<file path="src/design/rpf_pkg.sv">
// Purpose: constants, register map and mode helpers for the radio packet framer
// Assumes: 10 MHz clock, 16-bit register port, byte-wide symbol link to the modem
//
// Contract
// - packets open with a two-symbol start marker
// - marker forced on, optional or absent per mode
// - framing off: two correlations declare packet start
// - marker code length set apart from body
// - both ends use equal marker code length
// - length field needs marker; forced in two modes
// - length is eight bits right after marker
// - end after length bytes plus two crc
// - end after programmable non-correlation run
// - append 16-bit usb crc from a seed
// - transmit crc seed is loaded or zero
// - receive crc accepted against seed or zero
// - 98 channels, number held in configuration
// - spreading in spread modes, framing in fsk
// - auto acknowledge after each valid packet
// - receive any rate except single rate unchanged
// - payloads to 40 bytes through 16-byte buffers
// - acknowledge traffic leaves packet buffers untouched
package rpf_pkg;
	localparam int          CLK_NS         = 100;
	localparam int          FSK_BYTE_NS    = 8000;
	localparam int          EBS_BYTE_NS    = 32000;
	localparam int          DDR_BYTE_NS    = 128000;
	localparam int          SDR_BYTE_NS    = 512000;
	localparam int          FSK_BYTE_CYC   = FSK_BYTE_NS / CLK_NS;
	localparam int          EBS_BYTE_CYC   = EBS_BYTE_NS / CLK_NS;
	localparam int          DDR_BYTE_CYC   = DDR_BYTE_NS / CLK_NS;
	localparam int          SDR_BYTE_CYC   = SDR_BYTE_NS / CLK_NS;
	localparam int          MARKER_SYMS    = 2;
	localparam int          MAX_PAYLOAD    = 40;
	localparam int          BUF_DEPTH      = 16;
	localparam int          NUM_CHANNELS   = 98;
	localparam logic [15:0] CRC_POLY_REFL  = 16'hA001;
	// register byte offsets
	localparam logic [7:0]  REG_CTRL       = 8'h00;
	localparam logic [7:0]  REG_SEED       = 8'h04;
	localparam logic [7:0]  REG_CODE       = 8'h08;
	localparam logic [7:0]  REG_NCORR      = 8'h0C;
	localparam logic [7:0]  REG_CHAN       = 8'h10;
	localparam logic [7:0]  REG_TXLEN      = 8'h14;
	localparam logic [7:0]  REG_CMD        = 8'h18;
	localparam logic [7:0]  REG_STAT       = 8'h1C;
	localparam logic [7:0]  REG_TXDATA     = 8'h20;
	localparam logic [7:0]  REG_RXDATA     = 8'h24;
	// register field positions
	localparam int          CTRL_FRAME     = 0;
	localparam int          CTRL_LEN       = 1;
	localparam int          CTRL_CRC       = 2;
	localparam int          CTRL_TXZERO    = 3;
	localparam int          CTRL_AUTOACK   = 4;
	localparam int          CTRL_NCORR     = 5;
	localparam int          CTRL_MODE_LO   = 8;
	localparam int          CODE_MARK64    = 0;
	localparam int          CODE_BODY64    = 1;
	localparam int          STAT_TXBUSY    = 0;
	localparam int          STAT_RXDONE    = 1;
	localparam int          STAT_CRCERR    = 2;
	localparam int          STAT_ACKSENT   = 3;
	localparam int          STAT_RXOVF     = 4;
	localparam int          STAT_RXBUSY    = 5;
	localparam int          CMD_TXGO       = 0;
	// reset values
	localparam logic [9:0]  CTRL_RESET     = 10'h007;
	localparam logic [15:0] SEED_RESET     = 16'h0000;
	localparam logic [1:0]  CODE_RESET     = 2'h0;
	localparam logic [7:0]  NCORR_RESET    = 8'h04;
	localparam logic [6:0]  CHAN_RESET     = 7'h00;
	// mode field encoding
	localparam logic [1:0]  MODE_FSK       = 2'h0;
	localparam logic [1:0]  MODE_EBS       = 2'h1;
	localparam logic [1:0]  MODE_DDR       = 2'h2;
	localparam logic [1:0]  MODE_SDR       = 2'h3;

	function automatic logic rpf_marker_on(input logic [1:0] m, input logic fr);
		rpf_marker_on = (m == MODE_FSK) || (m == MODE_EBS) || ((m == MODE_DDR) && fr);
	endfunction : rpf_marker_on

	function automatic logic rpf_len_on(input logic [1:0] m, input logic fr, input logic le);
		rpf_len_on = rpf_marker_on(m, fr) && ((m == MODE_FSK) || (m == MODE_EBS) || le);
	endfunction : rpf_len_on
endpackage : rpf_pkg

</file>
<file path="src/design/rpf_crc16.sv">
// Purpose: byte-wide crc16 engine, usb polynomial, bit-reflected, programmable seed
// Assumes: load and step never in the same cycle
// Notes:   no final inversion; the register value is sent as is
`timescale 1ns/1ps
module rpf_crc16
	import rpf_pkg::*;
(
	input  wire logic        clk_i,   // clock
	input  wire logic        rst_ni,  // synchronised reset
	input  wire logic        load_i,  // load seed
	input  wire logic [15:0] seed_i,  // start value
	input  wire logic        step_i,  // fold in one byte
	input  wire logic [7:0]  byte_i,  // data byte
	output logic      [15:0] crc_o    // running value
);
	function automatic logic [15:0] rpf_step(input logic [15:0] c, input logic [7:0] d);
		logic [15:0] r;
		r = c ^ {8'h00, d};
		for (int i = 0; i < 8; i++) begin
			r = r[0] ? ((r >> 1) ^ CRC_POLY_REFL) : (r >> 1);
		end
		rpf_step = r;
	endfunction : rpf_step

	always_ff @(posedge clk_i or negedge rst_ni) begin
		if (!rst_ni) begin
			crc_o <= 16'h0000;
		end else if (load_i) begin
			crc_o <= seed_i;
		end else if (step_i) begin
			crc_o <= rpf_step(crc_o, byte_i);
		end
	end
endmodule : rpf_crc16

</file>
<file path="src/design/rpf_top.sv">
// Purpose: packet framer: marker, length, crc, end inference, auto acknowledge
// Assumes: modem link logic runs on clk_i; one byte or marker symbol per strobe
// Notes:   registers on a plain 16-bit port, read data one cycle after the strobe
//
// The implementer's own choices: the strobed register port and the address map.
`timescale 1ns/1ps
module rpf_top
	import rpf_pkg::*;
#(
	parameter int SDR_CYC = SDR_BYTE_CYC  // single rate byte period in cycles
) (
	input  wire logic        clk_i,            // 10 MHz clock
	input  wire logic        nrst_i,           // async reset, active low
	input  wire logic [7:0]  addr_i,           // register byte address
	input  wire logic [15:0] wdata_i,          // write data
	input  wire logic        wr_i,             // write strobe
	input  wire logic        rd_i,             // read strobe
	output logic      [15:0] rdata_o,          // read data, cycle after rd_i
	output logic             air_tx_on_o,      // frame in progress
	output logic             air_tx_stb_o,     // one symbol out
	output logic             air_tx_marker_o,  // symbol is start marker
	output logic      [7:0]  air_tx_byte_o,    // symbol byte
	input  wire logic        air_rx_stb_i,     // one symbol period received
	input  wire logic        air_rx_corr_i,    // symbol correlated
	input  wire logic        air_rx_marker_i,  // marker code correlated
	input  wire logic [7:0]  air_rx_byte_i,    // despread byte
	input  wire logic [1:0]  air_rx_rate_i,    // detected rate of frame
	output logic      [6:0]  channel_o,        // channel number
	output logic      [1:0]  mode_o,           // link mode
	output logic             spread_en_o,      // modem spreads and despreads
	output logic             marker_64_o,      // marker code 64 chips
	output logic             body_64_o         // body code 64 chips
);
	typedef enum logic [2:0] {T_IDLE, T_MARK, T_LEN, T_BODY, T_CRCL, T_CRCH} rpf_tx_e;
	typedef enum logic [1:0] {R_HUNT, R_LEN, R_BODY, R_CHECK} rpf_rx_e;

	logic        rs1_ff, rst_n;
	logic [9:0]  ctrl_ff;
	logic [15:0] seed_ff;
	logic [1:0]  code_ff;
	logic [7:0]  ncorr_ff;
	logic [6:0]  chan_ff;
	logic [5:0]  txlen_ff;
	logic        rxdone_ff, crcerr_ff, acksent_ff, rxovf_ff;
	logic        ack_req_ff;
	rpf_tx_e     tx_st_ff;
	rpf_rx_e     rx_st_ff;
	logic [7:0]  txb [BUF_DEPTH];
	logic [7:0]  rxb [BUF_DEPTH];
	logic [4:0]  tx_wp_ff, tx_rp_ff, rx_wp_ff, rx_rp_ff;
	logic [12:0] tick_cnt_ff;
	logic        tick;
	logic        tx_ack_ff, tx_crc_ff, tx_mark_ff;
	logic        tx_mcnt_ff;
	logic [5:0]  tx_cnt_ff;
	logic [1:0]  rx_hunt_ff;
	logic [1:0]  rx_mode_ff;
	logic [7:0]  rx_need_ff, rx_cnt_ff, rx_nc_ff;
	logic        rx_crc_ff, rx_len_ff;
	logic [7:0]  p0_ff, p1_ff;
	logic [1:0]  pcnt_ff;
	logic [15:0] tx_crc, rx_crc_s, rx_crc_z;

	wire logic [1:0] mode   = ctrl_ff[CTRL_MODE_LO +: 2];
	wire logic       fr_en  = ctrl_ff[CTRL_FRAME];
	wire logic       crc_en = ctrl_ff[CTRL_CRC];
	wire logic       mark_on = rpf_marker_on(mode, fr_en);
	wire logic       len_on  = rpf_len_on(mode, fr_en, ctrl_ff[CTRL_LEN]);
	wire logic       ncorr_on = ctrl_ff[CTRL_NCORR] && (mode != MODE_FSK);
	wire logic       wr_sel_ctrl = wr_i && (addr_i == REG_CTRL);
	wire logic       tx_go = wr_i && (addr_i == REG_CMD) && wdata_i[CMD_TXGO];
	wire logic       tx_empty = (tx_wp_ff == tx_rp_ff);
	wire logic       tx_full  = (tx_wp_ff == {~tx_rp_ff[4], tx_rp_ff[3:0]});
	wire logic       rx_empty = (rx_wp_ff == rx_rp_ff);
	wire logic       rx_full  = (rx_wp_ff == {~rx_rp_ff[4], rx_rp_ff[3:0]});
	wire logic       rx_sym   = air_rx_stb_i && air_rx_corr_i;
	wire logic       rx_body  = (rx_st_ff == R_BODY) && rx_sym;
	wire logic       rx_emit  = rx_body && (!rx_crc_ff || (pcnt_ff == 2'd2));
	wire logic [7:0] rx_emit_b = rx_crc_ff ? p1_ff : air_rx_byte_i;
	wire logic       rx_ok = !rx_crc_ff || ((pcnt_ff == 2'd2) &&
	                         (({p0_ff, p1_ff} == rx_crc_s) || ({p0_ff, p1_ff} == rx_crc_z)));
	wire logic       tx_start = (tx_st_ff == T_IDLE) && (ack_req_ff || tx_go);
	wire logic       tx_pop = tick && (tx_st_ff == T_BODY) && !tx_ack_ff && !tx_empty && (tx_cnt_ff != txlen_ff);

	// reset release through two flip-flops
	always_ff @(posedge clk_i or negedge nrst_i) begin
		if (!nrst_i) begin
			rs1_ff <= 1'b0;
			rst_n  <= 1'b0;
		end else begin
			rs1_ff <= 1'b1;
			rst_n  <= rs1_ff;
		end
	end

	// configuration, held until rewritten
	always_ff @(posedge clk_i or negedge rst_n) begin
		if (!rst_n) begin
			ctrl_ff  <= CTRL_RESET;
			seed_ff  <= SEED_RESET;
			code_ff  <= CODE_RESET;
			ncorr_ff <= NCORR_RESET;
			chan_ff  <= CHAN_RESET;
			txlen_ff <= 6'd0;
		end else if (wr_i) begin
			if (wr_sel_ctrl)
				ctrl_ff <= wdata_i[9:0];
			if (addr_i == REG_SEED)
				seed_ff <= wdata_i;
			if (addr_i == REG_CODE)
				code_ff <= wdata_i[1:0];
			if (addr_i == REG_NCORR)
				ncorr_ff <= (wdata_i[7:0] == 8'h00) ? 8'h01 : wdata_i[7:0];
			if (addr_i == REG_CHAN)
				chan_ff <= (wdata_i[6:0] > 7'(NUM_CHANNELS - 1)) ? 7'(NUM_CHANNELS - 1) : wdata_i[6:0];
			if (addr_i == REG_TXLEN)
				txlen_ff <= (wdata_i[5:0] > 6'(MAX_PAYLOAD)) ? 6'(MAX_PAYLOAD) : wdata_i[5:0];
		end
	end

	assign channel_o   = chan_ff;
	assign mode_o      = mode;
	assign spread_en_o = (mode != MODE_FSK);
	assign marker_64_o = code_ff[CODE_MARK64];
	assign body_64_o   = code_ff[CODE_BODY64];

	// sticky status, set wins over write-one clear
	always_ff @(posedge clk_i or negedge rst_n) begin
		if (!rst_n) begin
			rxdone_ff  <= 1'b0;
			crcerr_ff  <= 1'b0;
			acksent_ff <= 1'b0;
			rxovf_ff   <= 1'b0;
		end else begin
			rxdone_ff  <= (rx_st_ff == R_CHECK) ||
			              (rxdone_ff && !(wr_i && addr_i == REG_STAT && wdata_i[STAT_RXDONE]));
			crcerr_ff  <= ((rx_st_ff == R_CHECK) && !rx_ok) ||
			              (crcerr_ff && !(wr_i && addr_i == REG_STAT && wdata_i[STAT_CRCERR]));
			acksent_ff <= ((tx_st_ff != T_IDLE) && tx_ack_ff && tick && (tx_st_ff == T_CRCH)) ||
			              (acksent_ff && !(wr_i && addr_i == REG_STAT && wdata_i[STAT_ACKSENT]));
			rxovf_ff   <= (rx_emit && rx_full) ||
			              (rxovf_ff && !(wr_i && addr_i == REG_STAT && wdata_i[STAT_RXOVF]));
		end
	end

	// buffers: host fills tx and drains rx while the frame runs
	always_ff @(posedge clk_i) begin
		if (wr_i && addr_i == REG_TXDATA && !tx_full)
			txb[tx_wp_ff[3:0]] <= wdata_i[7:0];
		if (rx_emit && !rx_full)
			rxb[rx_wp_ff[3:0]] <= rx_emit_b;
	end

	always_ff @(posedge clk_i or negedge rst_n) begin
		if (!rst_n) begin
			tx_wp_ff <= 5'd0;
			tx_rp_ff <= 5'd0;
			rx_wp_ff <= 5'd0;
			rx_rp_ff <= 5'd0;
		end else begin
			if (wr_i && addr_i == REG_TXDATA && !tx_full)
				tx_wp_ff <= tx_wp_ff + 5'd1;
			if (tx_pop)
				tx_rp_ff <= tx_rp_ff + 5'd1;
			if (rx_emit && !rx_full)
				rx_wp_ff <= rx_wp_ff + 5'd1;
			if (rd_i && addr_i == REG_RXDATA && !rx_empty)
				rx_rp_ff <= rx_rp_ff + 5'd1;
		end
	end

	// register read, one cycle later; rx data pops on read
	always_ff @(posedge clk_i or negedge rst_n) begin
		if (!rst_n) begin
			rdata_o <= 16'h0000;
		end else if (rd_i) begin
			case (addr_i)
				REG_CTRL:   rdata_o <= {6'h00, ctrl_ff};
				REG_SEED:   rdata_o <= seed_ff;
				REG_CODE:   rdata_o <= {14'h0000, code_ff};
				REG_NCORR:  rdata_o <= {8'h00, ncorr_ff};
				REG_CHAN:   rdata_o <= {9'h000, chan_ff};
				REG_TXLEN:  rdata_o <= {10'h000, txlen_ff};
				REG_STAT:   rdata_o <= {10'h000, rx_st_ff != R_HUNT, rxovf_ff, acksent_ff,
				                        crcerr_ff, rxdone_ff, tx_st_ff != T_IDLE};
				REG_RXDATA: rdata_o <= rx_empty ? 16'h0000 : {8'h00, rxb[rx_rp_ff[3:0]]};
				default:    rdata_o <= 16'h0000;
			endcase
		end
	end

	// symbol period divider, rate set by mode
	always_ff @(posedge clk_i or negedge rst_n) begin
		if (!rst_n) begin
			tick_cnt_ff <= 13'd0;
		end else if (tx_st_ff == T_IDLE || tick) begin
			case (mode)
				MODE_FSK: tick_cnt_ff <= 13'(FSK_BYTE_CYC - 1);
				MODE_EBS: tick_cnt_ff <= 13'(EBS_BYTE_CYC - 1);
				MODE_DDR: tick_cnt_ff <= 13'(DDR_BYTE_CYC - 1);
				default:  tick_cnt_ff <= 13'(SDR_CYC - 1);
			endcase
		end else begin
			tick_cnt_ff <= tick_cnt_ff - 13'd1;
		end
	end
	assign tick = (tx_st_ff != T_IDLE) && (tick_cnt_ff == 13'd0);

	// transmit sequencer
	always_ff @(posedge clk_i or negedge rst_n) begin
		if (!rst_n) begin
			tx_st_ff   <= T_IDLE;
			tx_ack_ff  <= 1'b0;
			tx_crc_ff  <= 1'b0;
			tx_mark_ff <= 1'b0;
			tx_mcnt_ff <= 1'b0;
			tx_cnt_ff  <= 6'd0;
		end else begin
			case (tx_st_ff)
				T_IDLE: if (tx_start) begin
					tx_ack_ff  <= ack_req_ff;
					tx_crc_ff  <= crc_en;
					tx_mark_ff <= mark_on;
					tx_mcnt_ff <= 1'b0;
					tx_cnt_ff  <= 6'd0;
					tx_st_ff   <= mark_on ? T_MARK : T_BODY;
				end
				T_MARK: if (tick) begin
					tx_mcnt_ff <= 1'b1;
					if (tx_mcnt_ff == 1'(MARKER_SYMS - 1))
						tx_st_ff <= len_on ? T_LEN : T_BODY;
				end
				T_LEN: if (tick)
					tx_st_ff <= T_BODY;
				T_BODY: if (tick) begin
					if (tx_ack_ff || tx_cnt_ff == txlen_ff)
						tx_st_ff <= tx_crc_ff ? T_CRCL : T_IDLE;
					else if (!tx_empty)
						tx_cnt_ff <= tx_cnt_ff + 6'd1;
				end
				T_CRCL: if (tick)
					tx_st_ff <= T_CRCH;
				T_CRCH: if (tick)
					tx_st_ff <= T_IDLE;
				default: tx_st_ff <= T_IDLE;
			endcase
		end
	end

	// symbol output; body waits while the buffer is empty
	always_ff @(posedge clk_i or negedge rst_n) begin
		if (!rst_n) begin
			air_tx_stb_o    <= 1'b0;
			air_tx_marker_o <= 1'b0;
			air_tx_byte_o   <= 8'h00;
		end else begin
			air_tx_stb_o    <= 1'b0;
			air_tx_marker_o <= 1'b0;
			if (tick) begin
				case (tx_st_ff)
					T_MARK: begin
						air_tx_stb_o    <= 1'b1;
						air_tx_marker_o <= 1'b1;
					end
					T_LEN: begin
						air_tx_stb_o  <= 1'b1;
						air_tx_byte_o <= tx_ack_ff ? 8'h00 : {2'b00, txlen_ff};
					end
					T_BODY: if (!tx_ack_ff && tx_cnt_ff != txlen_ff && !tx_empty) begin
						air_tx_stb_o  <= 1'b1;
						air_tx_byte_o <= txb[tx_rp_ff[3:0]];
					end
					T_CRCL: begin
						air_tx_stb_o  <= 1'b1;
						air_tx_byte_o <= tx_crc[7:0];
					end
					T_CRCH: begin
						air_tx_stb_o  <= 1'b1;
						air_tx_byte_o <= tx_crc[15:8];
					end
					default: air_tx_stb_o <= 1'b0;
				endcase
			end
		end
	end
	assign air_tx_on_o = (tx_st_ff != T_IDLE);

	rpf_crc16 u_tx_crc (
		.clk_i  (clk_i),
		.rst_ni (rst_n),
		.load_i (tx_start),
		.seed_i (ctrl_ff[CTRL_TXZERO] ? 16'h0000 : seed_ff),
		.step_i (tx_pop),
		.byte_i (txb[tx_rp_ff[3:0]]),
		.crc_o  (tx_crc)
	);

	// receive sequencer
	always_ff @(posedge clk_i or negedge rst_n) begin
		if (!rst_n) begin
			rx_st_ff   <= R_HUNT;
			rx_hunt_ff <= 2'd0;
			rx_mode_ff <= MODE_FSK;
			rx_need_ff <= 8'd0;
			rx_cnt_ff  <= 8'd0;
			rx_nc_ff   <= 8'd0;
			rx_crc_ff  <= 1'b0;
			rx_len_ff  <= 1'b0;
			ack_req_ff <= 1'b0;
		end else begin
			if (tx_start)
				ack_req_ff <= 1'b0;
			case (rx_st_ff)
				R_HUNT: if (air_rx_stb_i) begin
					// marker symbols when framed outside single rate, any correlation otherwise
					if ((fr_en && mode != MODE_SDR) ? air_rx_marker_i : air_rx_corr_i) begin
						rx_hunt_ff <= rx_hunt_ff + 2'd1;
						if (rx_hunt_ff == 2'(MARKER_SYMS - 1)) begin
							rx_hunt_ff <= 2'd0;
							rx_cnt_ff  <= 8'd0;
							rx_nc_ff   <= 8'd0;
							rx_crc_ff  <= crc_en;
							rx_mode_ff <= (fr_en && mode != MODE_SDR) ? air_rx_rate_i : mode;
							rx_len_ff  <= (fr_en && mode != MODE_SDR) ?
							              rpf_len_on(air_rx_rate_i, 1'b1, ctrl_ff[CTRL_LEN]) : len_on;
							rx_need_ff <= 8'(MAX_PAYLOAD + 2);
							rx_st_ff   <= ((fr_en && mode != MODE_SDR) ?
							              rpf_len_on(air_rx_rate_i, 1'b1, ctrl_ff[CTRL_LEN]) : len_on) ?
							              R_LEN : R_BODY;
						end
					end else begin
						rx_hunt_ff <= 2'd0;
					end
				end
				R_LEN: if (rx_sym) begin
					if (air_rx_byte_i > 8'(MAX_PAYLOAD)) begin
						rx_st_ff <= R_HUNT;
					end else begin
						rx_need_ff <= air_rx_byte_i + (rx_crc_ff ? 8'd2 : 8'd0);
						rx_st_ff   <= (air_rx_byte_i == 8'd0 && !rx_crc_ff) ? R_CHECK : R_BODY;
					end
				end
				R_BODY: if (air_rx_stb_i) begin
					if (air_rx_corr_i) begin
						rx_nc_ff  <= 8'd0;
						rx_cnt_ff <= rx_cnt_ff + 8'd1;
						if (rx_cnt_ff + 8'd1 == rx_need_ff)
							rx_st_ff <= R_CHECK;
					end else begin
						rx_nc_ff <= rx_nc_ff + 8'd1;
						if (!rx_len_ff && ctrl_ff[CTRL_NCORR] && rx_mode_ff != MODE_FSK &&
						    rx_nc_ff + 8'd1 >= ncorr_ff)
							rx_st_ff <= R_CHECK;
					end
				end
				R_CHECK: begin
					rx_st_ff <= R_HUNT;
					if (rx_ok && ctrl_ff[CTRL_AUTOACK])
						ack_req_ff <= 1'b1;
				end
				default: rx_st_ff <= R_HUNT;
			endcase
		end
	end

	// two-byte delay so the trailing crc never reaches the buffer
	always_ff @(posedge clk_i or negedge rst_n) begin
		if (!rst_n) begin
			p0_ff   <= 8'h00;
			p1_ff   <= 8'h00;
			pcnt_ff <= 2'd0;
		end else if (rx_st_ff == R_HUNT) begin
			pcnt_ff <= 2'd0;
		end else if (rx_body) begin
			p0_ff <= air_rx_byte_i;
			p1_ff <= p0_ff;
			if (pcnt_ff != 2'd2)
				pcnt_ff <= pcnt_ff + 2'd1;
		end
	end

	rpf_crc16 u_rx_crc_seed (
		.clk_i  (clk_i),
		.rst_ni (rst_n),
		.load_i (rx_st_ff == R_HUNT),
		.seed_i (seed_ff),
		.step_i (rx_emit),
		.byte_i (rx_emit_b),
		.crc_o  (rx_crc_s)
	);

	rpf_crc16 u_rx_crc_zero (
		.clk_i  (clk_i),
		.rst_ni (rst_n),
		.load_i (rx_st_ff == R_HUNT),
		.seed_i (16'h0000),
		.step_i (rx_emit),
		.byte_i (rx_emit_b),
		.crc_o  (rx_crc_z)
	);

	logic [1:0] mk_seen_ff;
	always_ff @(posedge clk_i or negedge rst_n) begin
		if (!rst_n)
			mk_seen_ff <= 2'd0;
		else if (tx_start)
			mk_seen_ff <= 2'd0;
		else if (air_tx_stb_o && air_tx_marker_o && mk_seen_ff != 2'd3)
			mk_seen_ff <= mk_seen_ff + 2'd1;
	end
endmodule : rpf_top

</file>
<file path="config.mk">
export PLATFORM = sky130hd
export DESIGN_NAME = rpf_top
export DESIGN_NICKNAME = d
export VERILOG_FILES = /design/src/design/rpf_pkg.sv /design/src/design/rpf_crc16.sv /design/src/design/rpf_top.sv
export SDC_FILE = /design/constraint.sdc
export NUM_CORES = 1
export LEC_CHECK = 0
export BUFFER_PORTS_ARGS = -buffer_cell sky130_fd_sc_hd__buf_4
export CAP_MARGIN = 0
export CORE_MARGIN = 2
export CORE_UTILIZATION = 45
export DETAILED_ROUTE_END_ITERATION = 8
export SYNTH_ARGS = -nofsm -noshare
export SYNTH_HDL_FRONTEND = slang
export SYNTH_HIERARCHICAL = 1
export SYNTH_SLANG_ARGS = --single-unit
</file>
<file path="constraint.sdc">
create_clock -name clk_i -period 11.7 [get_ports clk_i]
set_clock_uncertainty 0.15 [all_clocks]
set_input_delay 3.51 -clock clk_i [delete_from_list [all_inputs] [get_ports clk_i]]
set_output_delay 3.51 -clock clk_i [all_outputs]
set_load 0.01 [all_outputs]
</file>
==> results of run 1 <==
-- layout make-up --
cell class,count,area [um^2]
Tap cell,672,841
Inverter,46,173
Sequential cell,481,13300
Multi-Input combinational cell,1179,9140
Clock buffer,73,1520
Fill cell,4377,24200
Timing Repair Buffer,100,751
Clock inverter,27,303
-- worst reg2reg max path, stage by stage (launching register included) --
cell,delay [ns]
dfrtp_2,0.47
buf_4,0.49
mux4_2,0.38
o21ai_0,0.52
o21ai_0,0.38
xnor2_4,0.27
xnor2_1,0.32
xnor2_1,0.13
xnor2_1,0.18
or4b_1,0.51
nand3_1,0.08
-- synth_stat cells, types with 24 or more instances --
cell,count
xor2_1,24
o21ai_1,58
mux2i_1,77
dfrtp_1,221
mux4_2,56
xnor2_1,113
a21oi_1,35
o21ai_0,56
mux2_2,64
nor2_1,72
clkbuf_1,59
nand2_1,209
and2_1,24
ha_1,25
edfxtp_1,256
nor2b_1,31
inv_1,46
-- registers in the layout, indices dropped and copies added (netlist names), 3 cells and up --
name	count
tx_cnt_ff	6
rx_nc_ff	8
tx_st_ff	3
ncorr_ff	8
txb	128
channel_o	7
p1_ff	8
tx_wp_ff	5
txlen_ff	6
rxb	128
rx_need_ff	8
rdata_o	16
rx_cnt_ff	8
rx_wp_ff	5
seed_ff	16
rx_rp_ff	5
ctrl_ff	10
tx_rp_ff	5
p0_ff	8
u_rx_crc_seed/crc_o	16
air_tx_byte_o	8
u_rx_crc_zero/crc_o	16
u_tx_crc/crc_o	16
tick_cnt_ff	13
-- through the flow --
stage	total power, mW	worst slack [ns]	instances
after floorplan	2.53	4.82	1799
after global placement	2.70	5.04	2478
after detailed placement	2.71	4.91	2478
after CTS	4.44	5.55	2578
after global routing	4.60	5.26	2578
final	4.41	5.53	2578
-- where the power goes --
group          switching, mW  internal, mW
sequential             0.139          1.89
combinational          0.350         0.305
clock                  0.702          1.03
total                   1.19          3.22
-- cells by family (layout without fill, tap and decap cells) --
group / Yosys count / count (layout) / synth area share, %
simple gates: 490 / 490 / 10.7
flops: 481 / 481 / 58.1
compound gates: 288 / 288 / 8.33
mux: 198 / 198 / 12.0
xor+xnor: 161 / 161 / 7.08
buf+inv: 139 / 246 / 2.42
fa+ha+maj: 25 / 25 / 1.36
other cells: 2 / 17 / 0.0327
-- worst paths after layout --
path,to,start,cells past startpoint
worst max-delay path,rxb[7][4],air_rx_corr_i,8
worst min-delay path,u_rx_crc_zero/crc_o[7],rst_n,0
worst max register to register,u_tx_crc/crc_o[0],tx_rp_ff[2],10
worst min register to register,u_rx_crc_zero/crc_o[7],rst_n,0
max in group asynchronous,rst_n,nrst_i,1
min in group clk_i,rst_n,rs1_ff,0
-- layer usage --
metal  vias to the layer above  part of all wire (%)  global-route usage (%)
met1                      7349                    46                    31.7
met4                         2                   2.1                    5.44
li1                       6701                     -                       -
met3                        80                   5.6                    4.03
met5                         -                 0.021                       0
met2                       389                    46                    34.7
==> impl_metrics.py, run 1 <==
metrics = {
    "cells_and_area": {
        "diodes": 0,
        "nets": 1927,
        "final_cell_mix": "256 x edfxtp_1, 218 x dfrtp_1, 209 x nand2_1, 113 x xnor2_1, 100 x buf_4",
        "layout_commonest_cell": "edfxtp_1",
        "design_area_um2": 26100,
        "final_util_pct": 51.8,
        "area_delta_synth_final_pct": 13.6,
        "drive_gt1_share_pct": 18.6,
    },
    "synth": {
        "ys_ff_latch": 481,
        "synth_edf_count": 256,
        "syn_inst": 1784,
        "yosysWarnings": 6,
        "synth_area_um2": 22900,
        "yosysSeqAreaShare_pct": 58.1,
        "synth_top_area_share_pct": 33.5,
        "ys_types": 84,
        "synthTopCellsByArea": "edfxtp_1 34%, dfrtp_1 24%, mux4_2 5.5%",
        "yosysTopAreaCell": "edfxtp_1",
        "synth-main-ff-cell": "edfxtp_1",
        "async_flop_share_pct": 46.8,
        "syn_area_per_cell_um2": 12.9,
    },
    "detailed_routing": {
        "dr_total_vias": 14500,
        "ant_nets": 0,
        "drc": 0,
        "drt_iter0_drc": 1426,
        "routed_wirelength_mm": 57.4,
        "drtPass1Iterations": 5,
        "routedWlPerCell_um": 22.3,
        "via_per_inst": 5.63,
    },
    "cts": {
        "cts_root_buf": "clkbuf_16",
        "cts_tree": "done",
        "ctsHoldBuffers": 0,
        "numCtsBuffers": 53,
        "clk_pin_slew_ns": 0.06,
        "ctsResizeCount": 0,
        "clk_latency_ns": 0.62,
        "clockBufferDepth": 3,
        "post_cts_buffers": 0,
        "htree_levels": 2,
        "cts_sinks": 481,
    },
    "global_route": {
        "antenna_found_initial": 1,
        "grt_max_degree": 72,
        "grt_overflow": 0,
        "grt_pass1_vias": 14600,
        "grt_pass1_wl_mm": 88.9,
        "gr-usage-all-layers_pct": 22.0,
    },
    "power": {
        "power.density_nw_per_um2": 169,
        "cellLeakagePower_nw": 9.82,
        "peakVddDrop_v": 0.000131,
    },
    "place": {
        "io_buffers": 79,
        "placed_cell_area_um2": 24200,
        "place_congestion": 0.884,
        "hpwl_mm": 39.1,
    },
    "die": {
        "ios": 80,
        "die_w_um": 230,
        "die_h_um": 230,
        "dieArea_um2": 52800,
        "row_count": 82,
        "core_area_um2": 50300,
        "start_util_pct": 45.6,
    },
    "worst_hold_path": {
        "hp-class": "reg2async",
    },
    "sta": {
        "fin_crit_sh_pct": 52.7,
        "layout_min_cycle_time_ns": 6.17,
        "fin_tns_setup_ns": 0,
        "hold_violations": 0,
        "setup_viol": 0,
        "max-slew-margin-rel_pct": 21.6,
        "grt_setup_unrepaired": "no",
        "worst_slew_pin_slew_ns": 1.17,
        "maxSlewViolCount": 0,
        "hold_ws_ns": 0.193,
        "clock.fmax_mhz": 162,
    },
    "outcome": {
        "status": "finished clean",
    },
    "critical_path": {
        "crit_chain": "buf_4, nand4b_1, buf_4, a21oi_4, buf_4, o21a_1, nand2_1, nor3b_1",
        "critPathKind": "in2reg",
        "critPathRequiredTime_ns": 11.78,
        "cp-end-kind": "flop",
        "path_delay_family": "simple AND/OR/NAND/NOR gates",
        "r2r_slack_ns": 7.75,
        "cp.arrival_ns": 6.24,
        "timing.critical_path.buf_inv": 3,
        "critical_path.slowest_cell": "nor3b_1",
        "crit_fanout": 53,
        "critPathMaxStageDelay_ns": 0.98,
        "crit_path_start_kind": "input port",
        "crit_top_cell": "buf_4",
    },
    "run": {
        "cap_violations": 0,
    },
}
(Power assumes the default switching activity.)
==> run 2, diff against run 1 <==
==> constraint.sdc (replaced) <==
create_clock -name clk_i -period 5.9 [get_ports clk_i]
set_clock_uncertainty 0.15 [all_clocks]
set_input_delay 1.77 -clock clk_i [delete_from_list [all_inputs] [get_ports clk_i]]
set_output_delay 1.77 -clock clk_i [all_outputs]
set_load 0.01 [all_outputs]
==> run 2 against run 1 <==
  * Setup slack worse by 4.0 ns
  * Non-clock buffer count increased by 4
  * First-iteration DRC count shrank 13%
  * Critical path type is now reg2out
  * Critical endpoint is now air_tx_on_o
  * Final cell count about the same
  * Clock-buffer cell count is 2 higher
  * Design area down 0.23%
  * Routed wire length increased by 1.8%
  * Highest routed layer unchanged
  * Via count rose by 1.1%
  * Total power increased by 94%
  * Combinational power increased by 95%
==> impl_metrics.py, run 2 (same netlist as run 1, synthesis figures left out) <==
metrics = {
    "cts": {
        "ctsHoldBuffers": 0,
        "ctsResizeCount": 0,
        "numCtsBuffers": 52,
        "cts_tree": "done",
        "cts_sinks": 481,
        "post_cts_buffers": 0,
        "clockBufferDepth": 3,
        "htree_levels": 2,
        "cts_root_buf": "clkbuf_16",
        "clk_pin_slew_ns": 0.06,
        "clk_latency_ns": 0.60,
    },
    "worst_hold_path": {
        "hp-class": "reg2async",
    },
    "sta": {
        "fin_crit_sh_pct": 74.1,
        "setup_viol": 0,
        "clock.fmax_mhz": 229,
        "hold_ws_ns": 0.118,
        "hold_violations": 0,
        "maxSlewViolCount": 0,
        "layout_min_cycle_time_ns": 4.37,
        "grt_setup_unrepaired": "no",
        "worst_slew_pin_slew_ns": 1.15,
        "fin_tns_setup_ns": 0,
        "max-slew-margin-rel_pct": 23.0,
    },
    "power": {
        "p_sw_share_pct": 27.0,
        "total_power_mw": 8.56,
        "peakVddDrop_v": 0.000259,
        "power.net_switching_mw": 2.31,
        "power.density_nw_per_um2": 329,
        "seqPwrFrac_pct": 46.9,
        "power.internal_mw": 6.25,
        "cellLeakagePower_nw": 9.80,
        "clockPowerShare_pct": 38.1,
        "pwr-share-comb_pct": 15.0,
    },
    "critical_path": {
        "path_delay_family": "flip-flops",
        "critPathKind": "reg2out",
        "r2r-end": "u_tx_crc/crc_o[0]",
        "crit_path_start_kind": "flop",
        "critical_path.slowest_cell": "dfrtp_1",
        "critPathMaxStageDelay_ns": 0.69,
        "cp-end-kind": "primary output",
        "ff2ff_path_depth": 11,
        "timing.critical_path.buf_inv": 2,
        "r2r_slack_ns": 1.88,
        "cp.arrival_ns": 2.45,
        "crit_fanout": 18,
        "crit_chain": "nor3_1, inv_1, buf_4",
        "r2r_start": "tx_rp_ff[1]",
        "critPathRequiredTime_ns": 3.98,
    },
    "die": {
        "dieArea_um2": 52800,
        "die_w_um": 230,
        "row_count": 82,
        "die_h_um": 230,
        "start_util_pct": 45.6,
        "ios": 80,
        "core_area_um2": 50300,
    },
    "place": {
        "dp_cells": 2482,
        "place_congestion": 0.887,
        "hpwl_mm": 39.8,
        "io_buffers": 79,
    },
    "detailed_routing": {
        "routedWlPerCell_um": 22.7,
        "drc": 0,
        "drt_iter0_drc": 1239,
        "dr_total_vias": 14700,
        "via_per_inst": 5.69,
        "ant_nets": 0,
        "routed_wirelength_mm": 58.4,
        "drtPass1Iterations": 7,
    },
    "run": {
        "cap_violations": 0,
    },
    "global_route": {
        "gr-usage-all-layers_pct": 22.3,
        "grt_pass1_vias": 14500,
        "grt_pass1_wl_mm": 90.1,
        "grt_overflow": 0,
        "grt_max_degree": 73,
        "antenna_found_initial": 3,
    },
    "cells_and_area": {
        "area_delta_synth_final_pct": 13.3,
        "layout_commonest_cell": "edfxtp_1",
        "diodes": 0,
        "nets": 1930,
        "finalNonFillerCells": 2580,
        "final_cell_mix": "256 x edfxtp_1, 217 x dfrtp_1, 209 x nand2_1, 113 x xnor2_1, 104 x buf_4",
        "drive_gt1_share_pct": 18.9,
    },
    "outcome": {
        "status": "finished clean",
    },
}
## run 2: cell count changes in the layout (fill, tap and decap cells not counted), sizes merged
| cell | delta |
|---|---|
| bufinv | -4 |
| clkbuf | +2 |
| buf | +4 |
## run 2: power groups by stage
stage | logic [mW] | registers [mW] | clock network [mW]
finish | 1.28 | 4.02 | 3.26
detailed placement | 1.29 | 4.08 | 0
CTS | 1.30 | 4.02 | 3.32
global placement | 1.27 | 4.08 | 0
floorplan | 1.03 | 3.98 | 0
global route | 1.43 | 4.05 | 3.46
## run 2: worst max path at each step
stage / slack, ns / startpoint / depth (start not counted) / endpoint
after floorplan: 1.58 / air_rx_corr_i / 5 / rxb[1][0]
after global placement: 1.46 / addr_i[4] / 5 / txb[1][5]
after detailed placement: 1.35 / addr_i[4] / 5 / txb[2][1]
after CTS: 1.54 / tx_st_ff[0] / 3 / air_tx_on_o
after global routing: 1.35 / tx_st_ff[0] / 3 / air_tx_on_o
final: 1.53 / tx_st_ff[0] / 3 / air_tx_on_o
## run 2: per-stage QoR
step | utilization, % | setup WS, ns | instance area (um^2)
finish | 51.7 | 1.53 | 26000
global route | 51.7 | 1.35 | 26000
CTS | 51.7 | 1.54 | 26000
detailed placement | 48.3 | 1.35 | 24300
global placement | 48.3 | 1.46 | 24300
floorplan | - | 1.58 | 23000
## run 2: cell type report
| cell class | count | area [um^2] |
|---|---|---|
| Tap cell | 672 | 841 |
| Inverter | 46 | 173 |
| Clock inverter | 23 | 150 |
| Fill cell | 4399 | 24300 |
| Clock buffer | 75 | 1580 |
| Timing Repair Buffer | 104 | 781 |
| Multi-Input combinational cell | 1179 | 9140 |
| Sequential cell | 481 | 13300 |
## run 2: metal layers
layer,vias up,GRT usage (%),part of all wire (%)
met5,-,0,0.036
li1,6700,-,-
met1,7491,32.6,46
met2,395,34.6,46
met4,4,6.03,2.2
met3,85,3.70,5.5
==> run 3, diff against run 2 <==
==> constraint.sdc (replaced) <==
create_clock -name clk_i -period 4.5 [get_ports clk_i]
set_clock_uncertainty 0.15 [all_clocks]
set_input_delay 1.35 -clock clk_i [delete_from_list [all_inputs] [get_ports clk_i]]
set_output_delay 1.35 -clock clk_i [all_outputs]
set_load 0.01 [all_outputs]
==> run 3 against run 2 <==
  * Final cell count rose by 0.27%
  * Design area rose by 0.89%
  * Setup slack got worse by 0.97 ns
  * Largest cell class unchanged
  * Highest routed layer is now met4
  * Routed wire length fell by 0.92%
  * Sequential cell count did not move
  * Non-clock buffer count rose by 7
  * Core utilization rose by 0.46 points
==> impl_metrics.py, run 3 (same netlist as run 1, synthesis figures left out) <==
metrics = {
    "global_route": {
        "met1_usage_pct": 31.0,
        "grt_busiest_layer": "met2",
        "gr-usage-all-layers_pct": 22.1,
        "antenna_found_initial": 2,
        "grt_overflow": 0,
        "grt_pass1_vias": 14700,
        "grt_max_degree": 78,
        "gr-usage-met2_pct": 36.0,
        "grt_pass1_wl_mm": 89.2,
        "grt_util_met3_pct": 3.94,
    },
    "critical_path": {
        "r2r_slack_ns": 0.74,
        "r2r_start": "tx_rp_ff[2]",
        "r2r-end": "u_tx_crc/crc_o[0]",
        "crit_path_start_kind": "flop",
        "timing.critical_path.buf_inv": 2,
        "critPathRequiredTime_ns": 3.00,
        "crit_fanout": 18,
        "critical_path.slowest_cell": "dfrtp_1",
        "cp.arrival_ns": 2.44,
        "path_delay_family": "flip-flops",
        "critPathKind": "reg2out",
        "crit_chain": "nor3_1, inv_1, buf_4",
        "cp-end-kind": "primary output",
        "critPathMaxStageDelay_ns": 0.68,
        "ff2ff_path_depth": 10,
    },
    "run": {
        "cap_violations": 0,
    },
    "detailed_routing": {
        "drtPass1Iterations": 6,
        "routedWlPerCell_um": 22.4,
        "ant_nets": 0,
        "dr_total_vias": 14600,
        "routed_wirelength_mm": 57.9,
        "drt_iter0_drc": 1171,
        "via_per_inst": 5.65,
        "drc": 0,
    },
    "cts": {
        "clockBufferDepth": 3,
        "post_cts_buffers": 0,
        "htree_levels": 2,
        "cts_sinks": 481,
        "ctsResizeCount": 0,
        "cts_tree": "done",
        "numCtsBuffers": 51,
        "cts_root_buf": "clkbuf_16",
        "ctsHoldBuffers": 0,
        "clk_pin_slew_ns": 0.06,
        "clk_latency_ns": 0.59,
    },
    "power": {
        "cellLeakagePower_nw": 9.90,
        "peakVddDrop_v": 0.000267,
        "power.density_nw_per_um2": 440,
    },
    "die": {
        "dieArea_um2": 52800,
        "start_util_pct": 45.6,
        "core_area_um2": 50300,
        "die_h_um": 230,
        "row_count": 82,
        "ios": 80,
        "die_w_um": 230,
    },
    "sta": {
        "clock.fmax_mhz": 254,
        "hold_violations": 0,
        "max-slew-margin-rel_pct": 32.1,
        "worst_slew_pin_slew_ns": 1.01,
        "maxSlewViolCount": 0,
        "fin_tns_setup_ns": 0,
        "fin_ws_ns": 0.562,
        "grt_setup_unrepaired": "no",
        "setup_viol": 0,
        "layout_min_cycle_time_ns": 3.94,
        "fin_crit_sh_pct": 87.5,
    },
    "place": {
        "io_buffers": 79,
        "hpwl_mm": 40.3,
        "post-place-ws_ns": 0.586,
        "dp_cells": 2489,
        "place_congestion": 0.918,
    },
    "outcome": {
        "status": "finished clean",
    },
    "worst_hold_path": {
        "hp-class": "reg2async",
    },
    "cells_and_area": {
        "ff_latch_area_um2": 13300,
        "multi_input_area_um2": 9140,
        "finalNonFillerCells": 2587,
        "final_util_pct": 52.2,
        "final_cell_mix": "256 x edfxtp_1, 218 x dfrtp_1, 209 x nand2_1, 113 x xnor2_1, 107 x buf_4",
        "fillerInstances": 4332,
        "drive_gt1_share_pct": 19.6,
        "nets": 1936,
        "layout_commonest_cell": "edfxtp_1",
        "area_delta_synth_final_pct": 14.4,
    },
}
## run 3: cell types whose count changed in the layout (fill, tap and decap cells not counted), moves of 4 or more
cell / previous run / this run
bufinv_16: 1 / 9
buf_12: 0 / 4
clkinv_4: 0 / 6
clkbuf_8: 11 / 5
clkbuf_1: 8 / 2
clkinv_1: 6 / 2
## run 3: per-layer routing
layer	vias to the layer above	share of wire, %
met4	0	1.9
li1	6708	-
met3	73	6.0
met2	437	47
met5	-	0
met1	7400	45
## run 3: cell type report
cell class,instances,area share (%)
Sequential cell,481,50.8
Multi-Input combinational cell,1179,34.9
Clock buffer,60,5.35
Timing Repair Buffer,111,3.37
Tap cell,672,3.21
Clock inverter,36,1.74
Inverter,46,0.658
Antenna cell,2,0.0191
## run 3: where the power goes
| group | total, mW | internal (mW) | leakage, nW | switching (mW) |
|---|---|---|---|---|
| Combinational | 1.68 | 0.797 | 3.82 | 0.885 |
| Clock | 4.58 | 2.77 | 0.905 | 1.81 |
| Sequential | 5.27 | 4.90 | 5.17 | 0.369 |
## run 3: worst max path at each step
stage             startpoint  slack (ns)  depth (start not counted)           to
6_report         tx_st_ff[0]        0.56                          3  air_tx_on_o
5_1_grt          tx_st_ff[0]        0.35                          3  air_tx_on_o
4_1_cts          tx_st_ff[0]        0.54                          3  air_tx_on_o
3_5_place_dp       addr_i[3]        0.59                          5    txb[2][4]
3_3_place_gp       addr_i[3]        0.67                          5    txb[2][2]
2_1_floorplan  air_rx_corr_i        0.60                          5    rxb[1][0]
## run 3: worst register-to-register path, cell delays in order, from the launching register on
cell	delay (ns)
dfrtp_2	0.69
buf_4	0.37
mux4_2	0.34
o21ai_0	0.34
o21ai_0	0.29
xnor2_4	0.27
xnor2_1	0.33
xnor2_1	0.14
xnor2_1	0.17
or4b_1	0.52
nand3_1	0.08
## run 3: per-stage QoR
stage          hold WS [ns]  instance area, um^2  power [mW]
5_1_grt               0.204                26200        12.0
2_1_floorplan         0.181                23000        6.58
3_3_place_gp          0.168                24400        7.02
3_5_place_dp          0.175                24400        7.06
4_1_cts               0.179                26200        11.6
6_report              0.154                26200        11.5
